<file path="config.mk">
export PLATFORM = sky130hd
export DESIGN_NAME = clkgen_ctrl
export DESIGN_NICKNAME = d
export VERILOG_FILES = /design/src/clkgen_pkg.sv /design/src/clkgen_ctrl.sv
export SDC_FILE = /design/constraint.sdc
export NUM_CORES = 1
export LEC_CHECK = 0
export BUFFER_PORTS_ARGS = -buffer_cell sky130_fd_sc_hd__buf_2
export CORE_AREA = 8 8 152 154
export DETAILED_ROUTE_END_ITERATION = 10
export DIE_AREA = 0 0 160 162
export HOLD_SLACK_MARGIN = 0.06
export PLACE_DENSITY_LB_ADDON = 0.25
export SKIP_LAST_GASP = 1
export SYNTH_ARGS = -nofsm -noshare
export SYNTH_HDL_FRONTEND = slang
export SYNTH_SLANG_ARGS = --single-unit
</file>
<file path="constraint.sdc">
create_clock -name I_CLK -period 6.9 [get_ports I_CLK]
set_clock_uncertainty 0.2 [all_clocks]
set_input_delay 0.69 -clock I_CLK [delete_from_list [all_inputs] [get_ports I_CLK]]
set_output_delay 0.69 -clock I_CLK [all_outputs]
set_load 0.01 [all_outputs]
</file>
<file path="src/clkgen_pkg.sv">
// constants and types shared by the clock generator control block
package clkgen_pkg;
    localparam int CLK_KHZ = 200000;
    localparam int WDOG_PULSE_MS = 500;
    localparam int WDOG_PULSE_CYC = WDOG_PULSE_MS * CLK_KHZ;
    localparam int STRAP_WAIT = 3;
    localparam logic [6:0] SLAVE_ADDR = 7'h69;
    localparam int N_REG = 8;
    localparam int N_OUT = 26;
    localparam int N_SRC = 6;
    localparam int REG_FSEL = 0;
    localparam int REG_CPU = 1;
    localparam int REG_PCI = 2;
    localparam int REG_SDR = 3;
    localparam int REG_STRAP = 4;
    localparam int REG_PERI = 5;
    localparam int REG_FB = 6;
    localparam int REG_STEP = 7;
    localparam logic [7:0] REG_RST [N_REG] = '{8'h02, 8'h7F, 8'hFF, 8'hBF,
        8'hF5, 8'hFF, 8'h00, 8'h00};
    localparam int B0_TRI = 0;
    localparam int B0_SPREAD = 1;
    localparam int B0_MSB = 2;
    localparam int B0_SWSEL = 3;
    localparam int B1_RO_FS2 = 7;
    localparam int B3_RO_FS0 = 6;
    localparam int B4_RO_FS1 = 3;
    localparam int B4_RO_FS3 = 1;
    localparam logic [5:0] STEP_UNIT = 6'h16;
    localparam logic [3:0] STRAP_PULL = 4'h7;
    localparam int SRC_SDR = 2;
    localparam int OUT_REF_A = 24;
    localparam logic [N_OUT-1:0] HALT_MASK = 26'h00000F8;
    localparam logic [N_OUT-1:0] STRAP_PINS = 26'h260000C;
    typedef struct packed {
        logic mode;
        logic [3:0] fs;
    } strap_t;
    typedef struct packed {
        logic [4:0] code;
        logic [7:0] step;
    } freq_t;
    typedef enum logic [2:0] {
        ST_IDLE = 3'h0, ST_ADDR = 3'h1, ST_AACK = 3'h3, ST_RX = 3'h2,
        ST_RXACK = 3'h6, ST_TX = 3'h7, ST_TXACK = 3'h5
    } i2c_st_t;
    typedef enum logic [1:0] {
        FB_NONE = 2'h0, FB_CODE = 2'h1, FB_STRAP = 2'h3
    } fb_st_t;
endpackage
</file>
<file path="src/clkgen_ctrl.sv">
// serial control, strap latch, output gating and watchdog fall-back
`timescale 1ns/1ps
module clkgen_ctrl import clkgen_pkg::*; #(
    parameter int PULSE_CYC = WDOG_PULSE_CYC,
    parameter logic [3:0] REV_ID = 4'h5,
    parameter logic [3:0] VENDOR_ID = 4'hA
) (
    input wire logic I_CLK,
    input wire logic I_RST,
    input wire logic I_SCL,
    input wire logic I_SDA,
    output logic O_SDA,
    output logic O_SDA_OE_N,
    input wire logic [3:0] I_STRAP,
    input wire logic I_MODE,
    input wire logic I_PIN2,
    input wire logic [N_SRC-1:0] I_SRC_CLK,
    input wire logic I_WDOG_EXPIRE,
    output logic [N_OUT-1:0] O_CLK,
    output logic [N_OUT-1:0] O_CLK_OE_N,
    output logic O_WDOG_RESET_N,
    output logic O_WDOG_RESET_N_OE_N,
    output freq_t O_FREQ,
    output logic O_SPREAD,
    output logic signed [12:0] O_CPU_OFS
);
    // identity values are arbitrary
    localparam int PW = $clog2(PULSE_CYC + 1);
    if (PULSE_CYC < 2) begin : g_chk
        $error("PULSE_CYC too small");
    end

    logic [N_SRC+7:0] sync1_ff, sync2_ff;
    logic scl_d_ff, sda_d_ff;
    logic scl_s, sda_s, pin2_s;
    logic [N_SRC-1:0] src_s;
    strap_t strap_s, strap_ff;
    logic strap_done_ff;
    logic [1:0] strap_cnt_ff;
    logic start, stop, scl_rise, scl_fall, wr, fire, halt;
    i2c_st_t st_ff;
    logic [3:0] cnt_ff;
    logic [7:0] sh_ff;
    logic rd_ff, nack_ff, sda_oe_n_ff, sda_out_ff;
    logic [2:0] idx_ff;
    logic [1:0] wcnt_ff;
    logic [7:0] regs_ff [N_REG];
    logic [7:0] reg_rd [N_REG];
    logic [7:0] rd_data;
    fb_st_t fb_ff;
    logic [PW-1:0] pulse_ff, nxt_pulse;
    logic wd_oe_n_ff, wd_out_ff;
    freq_t freq_ff, nxt_freq;
    logic spread_ff;
    logic signed [12:0] ofs_ff;
    logic [12:0] mag_ofs;
    logic [N_OUT-1:0] en_req, src_vec, clk_q, oe_q;

    // pins pass two flops; edge detect only reads the second stage
    always_ff @(posedge I_CLK) begin
        if (I_RST) begin
            sync1_ff <= {3'h7, 1'b0, STRAP_PULL, 6'h00};
            sync2_ff <= {3'h7, 1'b0, STRAP_PULL, 6'h00};
            scl_d_ff <= 1'b1;
            sda_d_ff <= 1'b1;
        end else begin
            sync1_ff <= {I_SCL, I_SDA, I_PIN2, I_MODE, I_STRAP, I_SRC_CLK};
            sync2_ff <= sync1_ff;
            scl_d_ff <= scl_s;
            sda_d_ff <= sda_s;
        end
    end
    assign {scl_s, sda_s, pin2_s} = sync2_ff[N_SRC+7:N_SRC+5];
    assign strap_s = sync2_ff[N_SRC+4:N_SRC];
    assign src_s = sync2_ff[N_SRC-1:0];
    assign start = scl_s & sda_d_ff & ~sda_s;
    assign stop = scl_s & ~sda_d_ff & sda_s;
    assign scl_rise = scl_s & ~scl_d_ff;
    assign scl_fall = ~scl_s & scl_d_ff;

    // wait for the synchroniser to fill before catching the straps
    always_ff @(posedge I_CLK) begin
        if (I_RST) begin
            strap_cnt_ff <= 2'h0;
            strap_done_ff <= 1'b0;
            strap_ff <= '0;
        end else if (!strap_done_ff) begin
            strap_cnt_ff <= strap_cnt_ff + 2'h1;
            if (strap_cnt_ff == 2'(STRAP_WAIT)) begin
                strap_ff <= strap_s;
                strap_done_ff <= 1'b1;
            end
        end
    end

    always_ff @(posedge I_CLK) begin
        if (I_RST) begin
            st_ff <= ST_IDLE;
            cnt_ff <= 4'h0;
            sh_ff <= 8'h00;
            rd_ff <= 1'b0;
            nack_ff <= 1'b0;
            idx_ff <= 3'h0;
            wcnt_ff <= 2'h0;
            sda_oe_n_ff <= 1'b1;
        end else if (start) begin
            st_ff <= ST_ADDR;
            cnt_ff <= 4'h0;
            idx_ff <= 3'h0;
            wcnt_ff <= 2'h0;
            sda_oe_n_ff <= 1'b1;
        end else if (stop) begin
            st_ff <= ST_IDLE;
            sda_oe_n_ff <= 1'b1;
        end else if (scl_rise) begin
            cnt_ff <= cnt_ff + 4'h1;
            if (st_ff == ST_ADDR || st_ff == ST_RX) begin
                sh_ff <= {sh_ff[6:0], sda_s};
            end
            if (st_ff == ST_TXACK) begin
                nack_ff <= sda_s;
            end
        end else if (scl_fall) begin
            unique case (st_ff)
                ST_IDLE: begin
                end
                ST_ADDR: if (cnt_ff == 4'h8) begin
                    if (sh_ff[7:1] == SLAVE_ADDR) begin
                        st_ff <= ST_AACK;
                        rd_ff <= sh_ff[0];
                        sda_oe_n_ff <= 1'b0;
                    end else begin
                        st_ff <= ST_IDLE;
                    end
                end
                ST_AACK: begin
                    cnt_ff <= 4'h0;
                    st_ff <= rd_ff ? ST_TX : ST_RX;
                    sh_ff <= rd_data;
                    sda_oe_n_ff <= rd_ff ? rd_data[7] : 1'b1;
                end
                ST_RX: if (cnt_ff == 4'h8) begin
                    st_ff <= ST_RXACK;
                    sda_oe_n_ff <= 1'b0;
                    // command and count bytes are taken but ignored
                    if (wcnt_ff == 2'h2) begin
                        idx_ff <= idx_ff + 3'h1;
                    end else begin
                        wcnt_ff <= wcnt_ff + 2'h1;
                    end
                end
                ST_RXACK: begin
                    st_ff <= ST_RX;
                    cnt_ff <= 4'h0;
                    sda_oe_n_ff <= 1'b1;
                end
                ST_TX: if (cnt_ff == 4'h8) begin
                    st_ff <= ST_TXACK;
                    sda_oe_n_ff <= 1'b1;
                    idx_ff <= idx_ff + 3'h1;
                end else begin
                    sh_ff <= {sh_ff[6:0], 1'b0};
                    sda_oe_n_ff <= sh_ff[6];
                end
                ST_TXACK: if (nack_ff) begin
                    st_ff <= ST_IDLE;
                end else begin
                    st_ff <= ST_TX;
                    cnt_ff <= 4'h0;
                    sh_ff <= rd_data;
                    sda_oe_n_ff <= rd_data[7];
                end
                default: st_ff <= ST_IDLE;
            endcase
        end
    end
    always_ff @(posedge I_CLK) begin
        sda_out_ff <= 1'b0;
    end
    assign wr = scl_fall && st_ff == ST_RX && cnt_ff == 4'h8
        && wcnt_ff == 2'h2 && !start && !stop;
    assign fire = I_WDOG_EXPIRE && pulse_ff == '0;

    always_ff @(posedge I_CLK) begin
        if (I_RST) begin
            for (int i = 0; i < N_REG; i++) begin
                regs_ff[i] <= REG_RST[i];
            end
            regs_ff[REG_FB] <= {REV_ID, VENDOR_ID};
        end else begin
            if (wr) begin
                regs_ff[idx_ff] <= sh_ff;
            end
            if (fire) begin
                regs_ff[REG_STEP] <= 8'h00;
            end
        end
    end
    always_comb begin
        for (int i = 0; i < N_REG; i++) begin
            reg_rd[i] = regs_ff[i];
        end
        reg_rd[REG_CPU][B1_RO_FS2] = ~strap_ff.fs[2];
        reg_rd[REG_SDR][B3_RO_FS0] = ~strap_ff.fs[0];
        reg_rd[REG_STRAP][B4_RO_FS1] = ~strap_ff.fs[1];
        reg_rd[REG_STRAP][B4_RO_FS3] = ~strap_ff.fs[3];
    end
    assign rd_data = reg_rd[idx_ff];

    // a later expiry during the pulse is dropped
    assign nxt_pulse = fire ? PW'(PULSE_CYC)
        : (pulse_ff != '0 ? pulse_ff - PW'(1) : pulse_ff);
    always_ff @(posedge I_CLK) begin
        if (I_RST) begin
            pulse_ff <= '0;
            wd_oe_n_ff <= 1'b1;
            wd_out_ff <= 1'b0;
            fb_ff <= FB_NONE;
        end else begin
            pulse_ff <= nxt_pulse;
            wd_oe_n_ff <= (nxt_pulse == '0);
            if (wr && idx_ff == 3'(REG_FSEL)) begin
                fb_ff <= FB_NONE;
            end
            if (fire) begin
                fb_ff <= (fb_ff == FB_NONE) ? FB_CODE : FB_STRAP;
            end
        end
    end

    always_comb begin
        nxt_freq.step = regs_ff[REG_STEP];
        if (fb_ff == FB_CODE) begin
            nxt_freq.code = regs_ff[REG_FB][7:3];
        end else if (fb_ff == FB_NONE && regs_ff[REG_FSEL][B0_SWSEL]) begin
            nxt_freq.code = {regs_ff[REG_FSEL][B0_MSB],
                regs_ff[REG_FSEL][7:4]};
        end else begin
            nxt_freq.code = {regs_ff[REG_FSEL][B0_MSB], strap_ff.fs};
        end
    end
    assign mag_ofs = 13'(STEP_UNIT) * 13'(regs_ff[REG_STEP][6:0]);
    // whole values change in one edge so no mixed code is ever seen
    always_ff @(posedge I_CLK) begin
        if (I_RST) begin
            freq_ff <= '0;
            spread_ff <= 1'b1;
            ofs_ff <= '0;
        end else begin
            freq_ff <= nxt_freq;
            spread_ff <= regs_ff[REG_FSEL][B0_SPREAD];
            ofs_ff <= regs_ff[REG_STEP][7] ? -$signed(mag_ofs)
                : $signed(mag_ofs);
        end
    end

    assign halt = ~strap_ff.mode & ~pin2_s;
    assign en_req = {regs_ff[REG_PERI][1:0], regs_ff[REG_PERI][4],
        regs_ff[REG_SDR][4], regs_ff[REG_SDR][5],
        {4{regs_ff[REG_SDR][2]}}, {4{regs_ff[REG_SDR][1]}},
        {4{regs_ff[REG_SDR][0]}}, regs_ff[REG_CPU][3],
        regs_ff[REG_PCI][4:0], regs_ff[REG_PCI][6],
        regs_ff[REG_CPU][1:0]} & ~(HALT_MASK & {N_OUT{halt}});
    assign src_vec = {{3{src_s[5]}}, src_s[4], src_s[3],
        {13{src_s[SRC_SDR]}}, {6{src_s[1]}}, {2{src_s[0]}}};

    for (genvar i = 0; i < N_OUT; i++) begin : g_out
        logic live_ff, out_ff, oe_n_ff;
        always_ff @(posedge I_CLK) begin
            if (I_RST) begin
                live_ff <= 1'b0;
                out_ff <= 1'b0;
                oe_n_ff <= 1'b1;
            end else begin
                if (!src_vec[i]) begin
                    live_ff <= en_req[i];
                end
                out_ff <= src_vec[i] & live_ff & strap_done_ff;
                oe_n_ff <= regs_ff[REG_FSEL][B0_TRI]
                    | (STRAP_PINS[i] & ~strap_done_ff)
                    | (i == OUT_REF_A && !strap_ff.mode);
            end
        end
        assign clk_q[i] = out_ff;
        assign oe_q[i] = oe_n_ff;
    end

    assign O_SDA = sda_out_ff;
    assign O_SDA_OE_N = sda_oe_n_ff;
    assign O_CLK = clk_q;
    assign O_CLK_OE_N = oe_q;
    assign O_WDOG_RESET_N = wd_out_ff;
    assign O_WDOG_RESET_N_OE_N = wd_oe_n_ff;
    assign O_FREQ = freq_ff;
    assign O_SPREAD = spread_ff;
    assign O_CPU_OFS = ofs_ff;
endmodule

</file>
== After elaboration in Yosys (flattened, before gate mapping) ==
Memory sizes are Yosys's and may differ from the RTL's.
Index checks and enable logic that the tools add are counted.
Operators by class
  divide/modulo/power cells: 0
  eq/ne operators: 26
  muxes and demuxes: 58
  multiply operators: 1
  $lt $le $gt $ge: 1
  reduce and logical (&&, ||, !) cells: 40
  $add $sub $neg: 6
  shifts and indexed selects: 0
  bitwise gates (word level): 86
Operators by type and width (number)
  $mux W8: 10
  $and A1 B1 Y1: 61
  $logic_not A27 Y1: 2
  $mux W27: 2
  $reduce_and A7 Y1: 4
  $mux W3: 9
  $reduce_bool A27 Y1: 1
  $sub A27 B1 Y27 const B: 1
  $and A26 B26 Y26: 1
  $not A8 Y26: 1
  $bmux W8 S3: 1
  $pmux W8 S3: 1
  $mux W1: 21
  $pmux W3 S7: 1
  $not A1 Y1: 18
  $reduce_and A6 Y1: 3
  $mux W4: 4
  $neg A12 Y13: 1
  $eq A3 B3 Y1 const B: 4
  $mux W12: 1
  $ne A3 B3 Y1 const B: 4
  $mul A4 B7 Y11 const A: 1
  $ne A2 B1 Y1 const B: 5
  $logic_and A1 B1 Y1: 8
  other kinds (33): 53
Word-level totals
  bits of input ports: 17
  bits in latches: 0
  RAM bits: 64
  output and inout bits: 83
  word-level logic and storage cells: 299
  bits in read-only memories: 0
  bits in registers: 173
  memories kept: 1
Memory list
  regs_ff: depth 8, bits a word 8, read ports 8, clocked after Yosys merged registers in 0, write ports 8, line clkgen_ctrl.sv:47  | logic [7:0] regs_ff [N_REG];

== Depth between registers and ports, before layout ==
  depth in word-level cells: 13
  depth in mapped cells: 12
  gate-level depth less buffers: 12

== Worst setup path before layout ==
OpenSTA, ideal clock, no wires.
  kind: register to register
  start point: mem regs_ff[7][1]
  end point: reg ofs_ff[11] (netlist: O_CPU_OFS[11])
  arrival: 3013 ps
  data required time: 6579 ps
  library setup time: 121 ps
  path buffers: 0
  path slack: 3566 ps
  period minus slack after synthesis: 3334 ps
  cell stages (with the launch flop): 10
  cell sequence: edfxtp_1 > ha_1 > fa_1 > ha_1 > a21o_1 > a21o_1 > a2111o_1 > o211ai_1 > a41o_1 > mux2_2
RTL lines
  start: declaration: line clkgen_ctrl.sv:47
  end signal: assignment: line clkgen_ctrl.sv:252  | ofs_ff <= regs_ff[REG_STEP][7] ? -$signed(mag_ofs)
  end: declaration: line clkgen_ctrl.sv:55  | logic signed [12:0] ofs_ff;

==> results by group <==
STA
  • Setup slack after layout: 3340 ps
  • Slew @ Worst Pin: between 1000 and 1500 ps
  • Period utilisation layout: a little over 50%
  • Worst slew margin: 19.2%
  • Final Max Slew Viols: 0
  • Achievable Freq: roughly 0.28 GHz
  • RSZ-0062 raised after global routing: no
  • Post-layout minimum cycle time: ~3600 ps
  • Final setup viols: 0
  • Setup TNS: 0 ps
  • Final Hold Viols: 0

Global routing
  • Largest net degree at the start of global routing: 59
  • Vias in the first global route: between 6000 and 7000
  • First-pass GRT wire length: around 37000 um
  • Total grt overflow: 0
  • Total GRT Usage: roughly 17%
  • Initial antenna violation count: 0

Synthesis
  • Post-synth EDFFs: 60
  • Yosys synthesis warning count: 0
  • Mapped Area: around 0.010 mm^2
  • Prevailing post-synth register cell: dfxtp_1
  • Async set-reset flop share out of synthesis: 0%
  • Synth Register Bits: 213
  • Post-synthesis cell type count: ~80
  • Syn avg cell area: roughly 9.8 um^2
  • Synthesized instance count: slightly above 1000
  • Sequential cell area fraction in the yosys report: just under 50%

Drt
  • Post-DRT Antenna Nets: 0
  • Wirelength per Cell: 17.1 um
  • Total Routed Length: 23000 um
  • Vias: between 7000 and 8000
  • Pre-antenna DRT Iters: 5
  • DRC violation count after routing: 0
  • Vias per cell: approximately 5.4
  • Detailed router's first-iteration violation count: around 480

Setup path
  • Startpoint class of the critical path: flop
  • Critical path class: flop to flop
  • CP Capture Type: flop
  • WP data arrival: around 3500 ps
  • Crit Path Max Fanout: 22
  • Required time of the critical path: between 6000 and 7000 ps

CTS
  • Postcts setup bufs: 0
  • CTS Hold Bufs: 0
  • Clock sinks: approximately 210
  • Clock Latency Late Sink: 520 ps
  • Clock Pin Slew Worst Setup and Hold Paths: approximately 60 ps
  • CTS tree: yes
  • CTS buffer count: 24
  • H-tree levels: 1
  • Worst-case clock buffer depth: 3
  • CTS resizes: 0
  • Root buf cell: clkbuf_16

Power
  • Peak VDD IR: 190 uV
  • Leak Pwr: around 4.4 nW
  • PD cells: roughly 350 mW/mm^2
  • Pwr Total: 3.90 mW

Cells and area
  • Final-layout fill cell count: 1887
  • Area delta synth->final: 10.5%
  • # nets final: approximately 1100
  • Commonest non-fill, non-tap cells in the layout: 153 x dfxtp_1, 127 x nor2_1, 95 x buf_2, 71 x nand2_1, 61 x a21oi_1
  • Commonest non-fill, non-tap cell in the layout: dfxtp_1
  • Share of layout cells above drive strength 1: between 20% and 30%
  • Ant diodes: 0

Worst hold path
  • Hold Crit Class: input pin to flop

Place
  • Pre-CTS setup slack: around 3400 ps
  • Routability cong.: just under 0.9
  • Port bufs: 96
  • Estimated wirelength of the detail-placed design: ~17000 um

Floorplanning
  • Die Height: 162 um
  • Core ar.: roughly 0.021 mm^2
  • Die area: ~0.026 mm^2
  • Initial Util: about 50%
  • Boundary Pins: 100
  • Rows: 53
  • Die outline width: 160 um

Run
  • Max-cap violations: 0

Run status
  • Status: completed
[layer usage]
metal	routed length, um	global-route usage (%)	vias to the layer above
li1	-	-	3579
met4	385	4.55	0
met5	0	0	-
met1	10300	23.2	3467
met3	1640	3.47	32
met2	10700	28.5	243
[through the flow]
step	hold slack (ps)	cells	util [%]	instance area, um^2
2_1_floorplan	171	1038	-	10100
3_3_place_gp	190	1302	50.0	10300
3_5_place_dp	194	1302	50.0	10300
4_1_cts	130	1346	54.1	11200
5_1_grt	137	1346	54.1	11200
6_report	154	1346	54.1	11200
[final timing paths]
path | start | end | slack, ps | cells after the start
max | st_ff[1]$_SDFFE_PP0P_ | regs_ff[5][3]$_SDFFCE_PN1P_ | 3340 | 7
min | I_PIN2 | sync1_ff[11]$_SDFF_PP1_ | 150 | 2
max reg2reg | st_ff[1]$_SDFFE_PP0P_ | regs_ff[5][3]$_SDFFCE_PN1P_ | 3340 | 7
min reg2reg | sync1_ff[6]$_SDFF_PP1_ | sync2_ff[6]$_SDFF_PP1_ | 210 | 1
[cell type report]
class	count	area (um^2)	area share [%]
inverters	36	135	1.21
repair buffers	99	505	4.52
multi-input cells	679	4500	40.2
flip-flops and latches	213	4860	43.5
clock buffers	37	743	6.65
well taps	275	344	3.08
clock inverters	7	96.3	0.861
[worst max-delay path, stage by stage, from the launching register on]
cell	delay, ps
dfxtp_1	750
nor3b_2	340
nand2_1	100
or4_1	540
a21oi_1	170
and2_1	410
nand3_1	300
nand2b_1	420
[kinds of logic (layout without fill, tap and decap cells)]
logic type | count (synthesis) | count (layout) | synth area share (%)
XOR/XNOR | 28 | 28 | 2.42
AO/OA/AOI/OAI | 160 | 160 | 10.3
adder cells (fa/ha/maj) | 36 | 36 | 4.72
buffers and inverters | 146 | 179 | 7.64
multiplexers | 34 | 34 | 4.65
flip-flops | 213 | 213 | 48.0
other | 1 | 3 | 0.0370
AND/OR/NAND/NOR | 418 | 418 | 22.2
[Yosys cell counts (8+ instances only)]
library cell / count / share of area [%]
ha_1: 31 / 3.8
mux4_2: 10 / 2.2
clkbuf_1: 37 / 1.4
buf_4: 56 / 4.2
nand2b_1: 22 / 1.4
edfxtp_1: 60 / 18
nand3_1: 16 / 0.79
nor2_1: 127 / 4.7
nor3_1: 10 / 0.49
dfxtp_1: 153 / 30
o21ai_0: 19 / 0.94
mux2i_1: 20 / 2.0
a21oi_1: 61 / 3.0
or2_2: 44 / 2.7
nand2_1: 71 / 2.6
and3_1: 11 / 0.68
xnor2_1: 17 / 1.5
buf_1: 10 / 0.37
a211oi_1: 11 / 0.82
or3_1: 26 / 1.6
and2_1: 14 / 0.86
nor2b_1: 28 / 1.7
a211o_1: 8 / 0.69
inv_1: 35 / 1.3
a21o_1: 9 / 0.67
xor2_1: 11 / 0.95
[flip-flops by register name, summed over array words and instances (netlist names), 11 cells and up]
name and count:
O_CPU_OFS 11, regs_ff 60, g_out.live_ff 17, sync2_ff 14, pulse_ff 27, sync1_ff 14
g_out.out_ff 17, O_FREQ 13
[power by group]
part / internal, mW / total (mW) / switching [mW]
sequential: 1.41 / 1.53 / 0.125
clock: 0.816 / 1.31 / 0.493
combinational: 0.415 / 1.06 / 0.644
(Power assumes the default switching activity.)
